[src/design/rgb_pwm_map.svh]
`ifndef RGB_PWM_MAP_SVH
`define RGB_PWM_MAP_SVH

// serial framing
`define START_ZERO_BITS 6'h20
`define ZERO_CNT_BITS 6
`define FRAME_BITS 5'h10
`define FRAME_PAYLOAD_BITS 5'h0F
`define BIT_CNT_BITS 5

// field positions inside the 15-bit payload, most significant first
`define CH0_MSB 14
`define CH0_LSB 10
`define CH1_MSB 9
`define CH1_LSB 5
`define CH2_MSB 4
`define CH2_LSB 0

// grey-level widths
`define GREY_BITS 5
`define DUTY_BITS 8

// free-running oscillator divider from core_clk
`define OSC_DIV_DEFAULT 4

// reset values
`define GREY_RESET 5'h00
`define DUTY_RESET 8'h00

`endif

[src/design/rgb_pwm_pkg.sv]
package rgb_pwm_pkg;
  `include "rgb_pwm_map.svh"

  typedef logic [`GREY_BITS-1:0] grey_t;
  typedef logic [`DUTY_BITS-1:0] duty_t;

  typedef struct packed {
    grey_t ch0;
    grey_t ch1;
    grey_t ch2;
  } grey_frame_t;

  typedef struct packed {
    logic grey_map_select;
    logic output_polarity_select;
    logic grey_clock_source_select;
  } pin_mode_t;

  typedef enum logic [1:0] {
    HUNT_START,
    TAKE_OWN,
    PASS_ON
  } link_state_t;
endpackage

[src/design/rgb_pwm_driver.sv]
`timescale 1ns/1ps
// What this block does
// - Start frame and data frames travel most significant bit first.
// - Each serial bit is sampled on the rising edge of the shift clock.
// - First frame after the start frame belongs to the nearest chip.
// - A frame is a flag bit of one, then three 5-bit grey levels.
// - Map select high gives linear duty; low gives inverse-gamma, 256 grades.
// - Polarity select high drives active high; low inverts for external drive.
// - Source select low counts on shift clock; high on internal oscillator.
// - Incoming shift clock is regenerated and driven out for the next chip.
// - Serial data is re-driven on the data output for the next chip, with the own frame driven out as zeros.
// - The three outputs are pulse-width modulated from the held grey levels.
// - Shift register and grey counter are clocked independently only while source select is high.
module rgb_pwm_driver
  import rgb_pwm_pkg::*;
#(
  parameter int OSC_DIV = `OSC_DIV_DEFAULT
) (
  // clock and reset
  input wire logic core_clk,
  input wire logic reset,
  // serial link in
  input wire logic shift_clock_in,
  input wire logic serial_data_in,
  // mode pins
  input wire logic grey_map_select,
  input wire logic output_polarity_select,
  input wire logic grey_clock_source_select,
  // serial link out
  output logic shift_clock_out,
  output logic serial_data_out,
  // led drive
  output logic [2:0] channel_outputs
);
  generate
    if (OSC_DIV < 2 || OSC_DIV > 256) begin : g_bad_div
      $error("OSC_DIV must lie between 2 and 256");
    end
  endgenerate

  // two-flop synchronisers for the serial and mode pins; reset is used unsynchronised
  logic [4:0] pin_meta;
  logic [4:0] pin_sync;
  logic clk_prev;

  always_ff @(posedge core_clk) begin
    if (reset) begin
      pin_meta <= 5'h00;
      pin_sync <= 5'h00;
    end else begin
      pin_meta <= {shift_clock_in, serial_data_in, grey_map_select,
                   output_polarity_select, grey_clock_source_select};
      pin_sync <= pin_meta;
    end
  end

  wire clk_s = pin_sync[4];
  wire data_s = pin_sync[3];
  pin_mode_t mode;
  assign mode = pin_sync[2:0];

  always_ff @(posedge core_clk) begin
    if (reset) begin
      clk_prev <= 1'b0;
    end else begin
      clk_prev <= clk_s;
    end
  end

  // sync delays clock and data equally, so setup at the pin is kept
  wire shift_rise = clk_s & ~clk_prev;
  wire bit_in = data_s;

  // frame parser
  link_state_t state;
  link_state_t next_state;
  logic [`ZERO_CNT_BITS-1:0] zero_cnt;
  logic [`BIT_CNT_BITS-1:0] bit_cnt;
  logic [`FRAME_PAYLOAD_BITS-1:0] payload;
  grey_frame_t pending;
  grey_frame_t holding;
  logic pending_valid;

  wire start_seen = zero_cnt >= `START_ZERO_BITS;
  wire flag_now = (state == HUNT_START) && shift_rise && bit_in && start_seen;
  // bit_cnt holds the payload bits already taken, so the last one arrives at fourteen
  wire own_done = (state == TAKE_OWN) && shift_rise &&
                  (bit_cnt == `FRAME_PAYLOAD_BITS - 5'h01);
  wire restart = (state == PASS_ON) && shift_rise && !bit_in &&
                 (zero_cnt == `START_ZERO_BITS - 6'h01);
  wire [`FRAME_PAYLOAD_BITS-1:0] next_payload = {payload[13:0], bit_in};
  wire apply_now = (state == PASS_ON) && shift_rise && pending_valid;
  // own frame goes out as zeros, which only lengthens the start frame downstream
  wire out_bit = ((state == TAKE_OWN) || flag_now) ? 1'b0 : bit_in;

  always_comb begin
    next_state = state;
    case (state)
      HUNT_START: if (flag_now) next_state = TAKE_OWN;
      TAKE_OWN: if (own_done) next_state = PASS_ON;
      PASS_ON: if (restart) next_state = HUNT_START;
      default: next_state = HUNT_START;
    endcase
  end

  always_ff @(posedge core_clk) begin
    if (reset) begin
      state <= HUNT_START;
      zero_cnt <= 6'h00;
    end else begin
      state <= next_state;
      if (shift_rise) begin
        if (bit_in) zero_cnt <= 6'h00;
        else if (!start_seen) zero_cnt <= zero_cnt + 6'h01;
      end
    end
  end

  always_ff @(posedge core_clk) begin
    if (reset) begin
      bit_cnt <= 5'h00;
      payload <= 15'h0000;
    end else if (flag_now) begin
      bit_cnt <= 5'h00;
    end else if ((state == TAKE_OWN) && shift_rise) begin
      bit_cnt <= bit_cnt + 5'h01;
      payload <= next_payload;
    end
  end

  always_ff @(posedge core_clk) begin
    if (reset) begin
      pending <= '0;
      pending_valid <= 1'b0;
      holding <= '0;
    end else begin
      if (own_done) begin
        pending <= next_payload;
        pending_valid <= 1'b1;
      end else if (apply_now) begin
        pending_valid <= 1'b0;
      end
      if (apply_now) holding <= pending;
    end
  end

  // outputs to the next chip: data moves on the detected edge, clock follows one
  // cycle later so downstream always sees settled data at its rising edge
  always_ff @(posedge core_clk) begin
    if (reset) begin
      serial_data_out <= 1'b0;
      shift_clock_out <= 1'b0;
    end else begin
      if (shift_rise) serial_data_out <= out_bit;
      shift_clock_out <= clk_prev;
    end
  end

  // grey counter, on the oscillator tick or on the shift clock edge as source select picks
  logic [7:0] osc_cnt;
  logic osc_tick;
  duty_t grey_count;

  always_ff @(posedge core_clk) begin
    if (reset) begin
      osc_cnt <= 8'h00;
      osc_tick <= 1'b0;
    end else if (osc_cnt == 8'(OSC_DIV - 1)) begin
      osc_cnt <= 8'h00;
      osc_tick <= 1'b1;
    end else begin
      osc_cnt <= osc_cnt + 8'h01;
      osc_tick <= 1'b0;
    end
  end

  // on the shift clock the outputs only move while the sender clocks
  wire grey_tick = mode.grey_clock_source_select ? osc_tick : shift_rise;

  always_ff @(posedge core_clk) begin
    if (reset) grey_count <= `DUTY_RESET;
    else if (grey_tick) grey_count <= grey_count + 8'h01;
  end

  wire grey_t levels [3] = '{holding.ch0, holding.ch1, holding.ch2};

  genvar ch;
  generate
    for (ch = 0; ch < 3; ch++) begin : g_ch
      pwm_channel u_channel (
        .core_clk(core_clk),
        .reset(reset),
        .grey_level(levels[ch]),
        .mode(mode),
        .grey_count(grey_count),
        .channel_output(channel_outputs[ch])
      );
    end
  endgenerate

  a_hunt_needs_zeros: assert property (@(posedge core_clk) disable iff (reset)
    (state == HUNT_START) && shift_rise && bit_in && !start_seen |=>
    (state == HUNT_START))
    else $error("frame taken without a full start frame");

  a_own_frame_len: assert property (@(posedge core_clk) disable iff (reset)
    (state == TAKE_OWN) |-> bit_cnt < `FRAME_PAYLOAD_BITS)
    else $error("own frame longer than fifteen payload bits");

  a_own_muted: assert property (@(posedge core_clk) disable iff (reset)
    (state == TAKE_OWN) && shift_rise |=> !serial_data_out)
    else $error("own frame leaked downstream");

  a_pass_copy: assert property (@(posedge core_clk) disable iff (reset)
    (state == PASS_ON) && shift_rise |=> serial_data_out == $past(bit_in))
    else $error("passed bit differs from received bit");

  a_clock_regen: assert property (@(posedge core_clk) disable iff (reset)
    shift_rise |=> !shift_clock_out ##1 shift_clock_out)
    else $error("clock out does not follow clock in");

  a_capture_order: assert property (@(posedge core_clk) disable iff (reset)
    own_done |=> pending.ch2[0] == $past(bit_in) && pending_valid)
    else $error("last payload bit not at channel two lsb");

  a_hold_apply: assert property (@(posedge core_clk) disable iff (reset)
    apply_now |=> holding == $past(pending) && !pending_valid)
    else $error("pending grey data not applied");

  a_hold_stable: assert property (@(posedge core_clk) disable iff (reset)
    !apply_now |=> $stable(holding))
    else $error("grey data changed without trailing pulse");

  a_count_step: assert property (@(posedge core_clk) disable iff (reset)
    grey_tick |=> grey_count == 8'($past(grey_count) + 8'h01))
    else $error("grey counter missed a tick");

  a_count_source: assert property (@(posedge core_clk) disable iff (reset)
    !mode.grey_clock_source_select && !shift_rise |=> $stable(grey_count))
    else $error("grey counter moved without a shift clock edge");

  c_own_taken: cover property (@(posedge core_clk) disable iff (reset) own_done);
  c_hold_applied: cover property (@(posedge core_clk) disable iff (reset) apply_now);
  c_restart: cover property (@(posedge core_clk) disable iff (reset) restart);
  c_free_run: cover property (@(posedge core_clk) disable iff (reset)
    mode.grey_clock_source_select && osc_tick && channel_outputs[0]);
endmodule

[src/design/pwm_channel.sv]
`timescale 1ns/1ps
module pwm_channel
  import rgb_pwm_pkg::*;
(
  // clock and reset
  input wire logic core_clk,
  input wire logic reset,
  // level and mode
  input wire grey_t grey_level,
  input wire pin_mode_t mode,
  input wire duty_t grey_count,
  // drive
  output logic channel_output
);
  logic [9:0] square;
  duty_t linear_duty;
  duty_t gamma_duty;
  duty_t duty;
  logic active;

  // replicate top bits so full scale reaches 255
  assign linear_duty = {grey_level, grey_level[4:2]};
  // square law gives the inverse-gamma curve over 256 grades
  assign square = 10'(grey_level) * 10'(grey_level);
  assign gamma_duty = square[9:2];
  assign duty = mode.grey_map_select ? linear_duty : gamma_duty;
  assign active = grey_count < duty;

  always_ff @(posedge core_clk) begin
    if (reset) begin
      channel_output <= 1'b0;
    end else begin
      channel_output <= mode.output_polarity_select ? active : ~active;
    end
  end

  a_pwm_level: assert property (@(posedge core_clk) disable iff (reset)
    (grey_count < duty) && mode.output_polarity_select |=> channel_output)
    else $error("channel not active while count below duty");

  a_pwm_invert: assert property (@(posedge core_clk) disable iff (reset)
    !(grey_count < duty) && !mode.output_polarity_select |=> channel_output)
    else $error("inverted polarity not driven during off phase");
endmodule

[config.mk]
export PLATFORM = sky130hd
export DESIGN_NAME = rgb_pwm_driver
export DESIGN_NICKNAME = d
export VERILOG_FILES = /design/src/design/rgb_pwm_pkg.sv /design/src/design/rgb_pwm_driver.sv /design/src/design/pwm_channel.sv
export VERILOG_INCLUDE_DIRS = /design/src /design/src/design
export SDC_FILE = /design/constraint.sdc
export NUM_CORES = 1
export LEC_CHECK = 0
export ABC_AREA = 1
export ABC_CLOCK_PERIOD_IN_PS = 10510
export BUFFER_PORTS_ARGS = -buffer_cell sky130_fd_sc_hd__buf_2
export CORE_ASPECT_RATIO = 0.7
export CORE_MARGIN = 4
export CORE_UTILIZATION = 45
export DETAILED_ROUTE_END_ITERATION = 12
export MAX_ROUTING_LAYER = met4
export PLACE_DENSITY = 0.66
export SYNTH_ARGS = -nofsm -noshare
export SYNTH_HDL_FRONTEND = slang
export SYNTH_SLANG_ARGS = --single-unit
[constraint.sdc]
create_clock -name core_clk -period 10.51 [get_ports core_clk]
set_clock_uncertainty 0.2 [all_clocks]
set_input_delay 0.5255 -clock core_clk [delete_from_list [all_inputs] [get_ports core_clk]]
set_output_delay 0.5255 -clock core_clk [all_outputs]
set_load 0.05 [all_outputs]
==> impl_metrics.env <==
export IMPL_cts_root_buffer="clkbuf_16"
export IMPL_cap_violations=0
export IMPL_critPathMostFrequentCell="nor2_1"
export IMPL_setup_violations=0
export IMPL_grt_use_total=0.1787
export IMPL_dp_cells=915
export IMPL_worstSetupStartpointType="flip-flop"
export IMPL_grt_pass1_vias=4365
export IMPL_grt_overflow_total=0
export IMPL_post_route_period_util=0.4322
export IMPL_layout_nets=840
export IMPL_max_slew_worst_pin_slew_ns=0.9996
export IMPL_yosysSeqAreaShare=0.3347
export IMPL_syn_inst=773
export IMPL_instances_no_fill=931
export IMPL_synthArstFlopShare=0
export IMPL_hold_buffers=0
export IMPL_slowest_stage="fa_1"
export IMPL_postRouteWirelength_um=11330
export IMPL_num_rows=33
export IMPL_final_area_sq_um=5844
export IMPL_finalWorstSetupSlack_ns=5.967
export IMPL_hp_class="input pin to flip-flop"
export IMPL_dieArea_sq_um=13950
export IMPL_clock_sinks=91
export IMPL_placed_cell_area_sq_um=5559
export IMPL_worstPathArrival_ns=4.58
export IMPL_die_h_um=100.0
export IMPL_critical_path_required_ns=10.55
export IMPL_hold_viol=0
export IMPL_portBuffers=11
export IMPL_whs_ns=0.1791
export IMPL_core_sq_um=11770
export IMPL_postCtsSetupBuffers=0
export IMPL_first_pass_iters=5
export IMPL_synthesis_area_sq_um=5443
export IMPL_nFillCells=1163
export IMPL_maxSlewViolCount=0
export IMPL_die_w_um=139.4
export IMPL_ir_drop_mv=0.07773
export IMPL_grt_max_degree=61
export IMPL_grt_pass1_wl_um=20220
export IMPL_cp_cell_sequence="inv_1 > fa_1 > fa_1 > inv_1 > ha_1 > a31o_2 > ha_1 > a21oi_1 > nor2_1 > a211oi_1 > nand2_1 > o21bai_1 > nor2_1 > ha_1 > nand2_1 > nor2_1 > a211oi_1 > nand3_1 > nand2_1 > nor2_1"
export IMPL_syn_nets=844
export IMPL_cts_resized=0
export IMPL_synth_cell_types=44
export IMPL_cts_tree="built"
export IMPL_design_portCount=12
export IMPL_dr_total_vias=4695
export IMPL_totalPowerFinal_mw=0.7024
export IMPL_avgSynthCellArea_sq_um=7.041
export IMPL_status="finished clean"
export IMPL_hpwl_um=8399
export IMPL_grt_setup_unrepaired="false"
export IMPL_antenna_found_initial=0
export IMPL_start_util=0.4625
export IMPL_drcViolationCount=0
export IMPL_place_gp_congestion=0.8483
export IMPL_post_place_ws_ns=5.965
export IMPL_clk_pin_slew_ns=0.06
export IMPL_final_cell_mix="nand2_1, nor2_1, inv_1"
export IMPL_htreeDepth=3
export IMPL_wl_per_cell_um=12.17
export IMPL_synth_edf_count=0
export IMPL_numCtsBuffers=9
export IMPL_critical_path_max_stage_delay_ns=0.53
export IMPL_min_path_cells=3
export IMPL_ff2ff_path_depth=20
export IMPL_ys_warnings_count=0
export IMPL_ant_nets=0
export IMPL_max_freq_mhz=220.1
export IMPL_syn_to_final_growth_pct=7.379
export IMPL_max_slew_margin=0.3317
export IMPL_n_antenna_cell=0
export IMPL_setup_worst_path_class="flip-flop to flip-flop"
export IMPL_clkLatencyLatePin_ns=0.34
export IMPL_setup_tns_final_ns=0
export IMPL_drive_gt1_frac=0.06072
export IMPL_crit_fanout=8
export IMPL_period_needed_ns=4.543
export IMPL_clock_path_buffers=2
export IMPL_final_core_util=0.4967
export IMPL_first_iter_violations=293
export IMPL_ys_ff_latch=91
export IMPL_mostFrequentLayoutCell="nand2_1"
export IMPL_p_per_area_nw_per_um2=120.2
export IMPL_drt_vias_per_instance=5.043
export IMPL_end_kind="flip-flop"
export IMPL_power_leakage_nw=2.879
export IMPL_synth_ff_type="dfxtp_1"
power breakdown:
group / switching (mW) / internal, mW / leakage, nW
clock network: 0.137 / 0.170 / 0.137
registers: 0.00513 / 0.350 / 0.737
logic: 0.0275 / 0.0124 / 2.00
synthesized netlist by cell type, drive strengths merged, types with 2 or more instances:
cell type,number,area [sq um]
clkbuf,10,40.04
o21bai,2,15.01
nor2,139,539.3
xor2,5,43.79
a21oi,63,315.3
dfxtp,91,1822
o21ai,64,335.3
nor3,9,45.04
nand4,5,31.28
nand3,20,100.1
a31oi,2,12.51
a22oi,2,15.01
nor3b,3,22.52
a31o,3,26.28
nand2,152,590.6
or2,4,25.03
ha,57,713.2
inv,102,387.9
and3,2,13.77
buf,17,102.6
fa,7,140.1
a211oi,7,52.55
final cells by class:
type	instances	area, sq um	area share
sequential	91	1822	0.3117
inverter	102	387.9	0.06637
clock inverter	5	42.54	0.007279
tap	157	196.4	0.03361
timing repair buffer	12	62.56	0.01070
clock buffer	11	242.7	0.04153
multi-input combinational	553	3090	0.5288
sequential cells by signal (all words and copies together) (netlist names):
| signal | flops |
|---|---|
| holding | 15 |
| pin_sync | 5 |
| zero_cnt | 6 |
| pending | 15 |
| osc_cnt | 8 |
| clk_prev | 1 |
| serial_data_out | 1 |
| shift_clock_out | 1 |
| g_ch.u_channel.channel_output | 3 |
| payload | 14 |
| pin_meta | 5 |
| osc_tick | 1 |
| state | 2 |
| grey_count | 8 |
| pending_valid | 1 |
| bit_cnt | 5 |
worst max-delay path: cells and delay by family (launching register included):
kind | cells | cell delay [ns]
adder cells (fa/ha/maj) | 5 | 1.82
buffers and inverters | 2 | 0.23
flip-flops | 1 | 0.50
AND/OR/NAND/NOR | 8 | 0.57
AO/OA/AOI/OAI | 5 | 1.10
logic make-up after synthesis:
family          Yosys count  synth area share
compound gates          146            0.1457
xor+xnor                  6          0.009655
fa+ha+maj                64            0.1568
buf+inv                 129           0.09747
flops                    91            0.3347
mux                       1          0.001839
simple gates            336            0.2538
worst paths after layout:
check | from | endpoint | slack, ns
max | holding[2] | g_ch[2].u_channel.channel_output | 5.97
min | shift_clock_in | pin_meta[4] | 0.18
min reg2reg | pin_meta[2] | pin_sync[2] | 0.20
max reg2reg | holding[2] | g_ch[2].u_channel.channel_output | 5.97
layer usage:
metal | track usage | part of all wire | vias up
met3 | 0.03476 | 0.038 | 9
met1 | 0.2512 | 0.53 | 2140
li1 | - | - | 2478
met4 | 0.04887 | 0.0086 | 0
met2 | 0.2639 | 0.42 | 68
met5 | - | 0 | -
(Power assumes the default switching activity.)
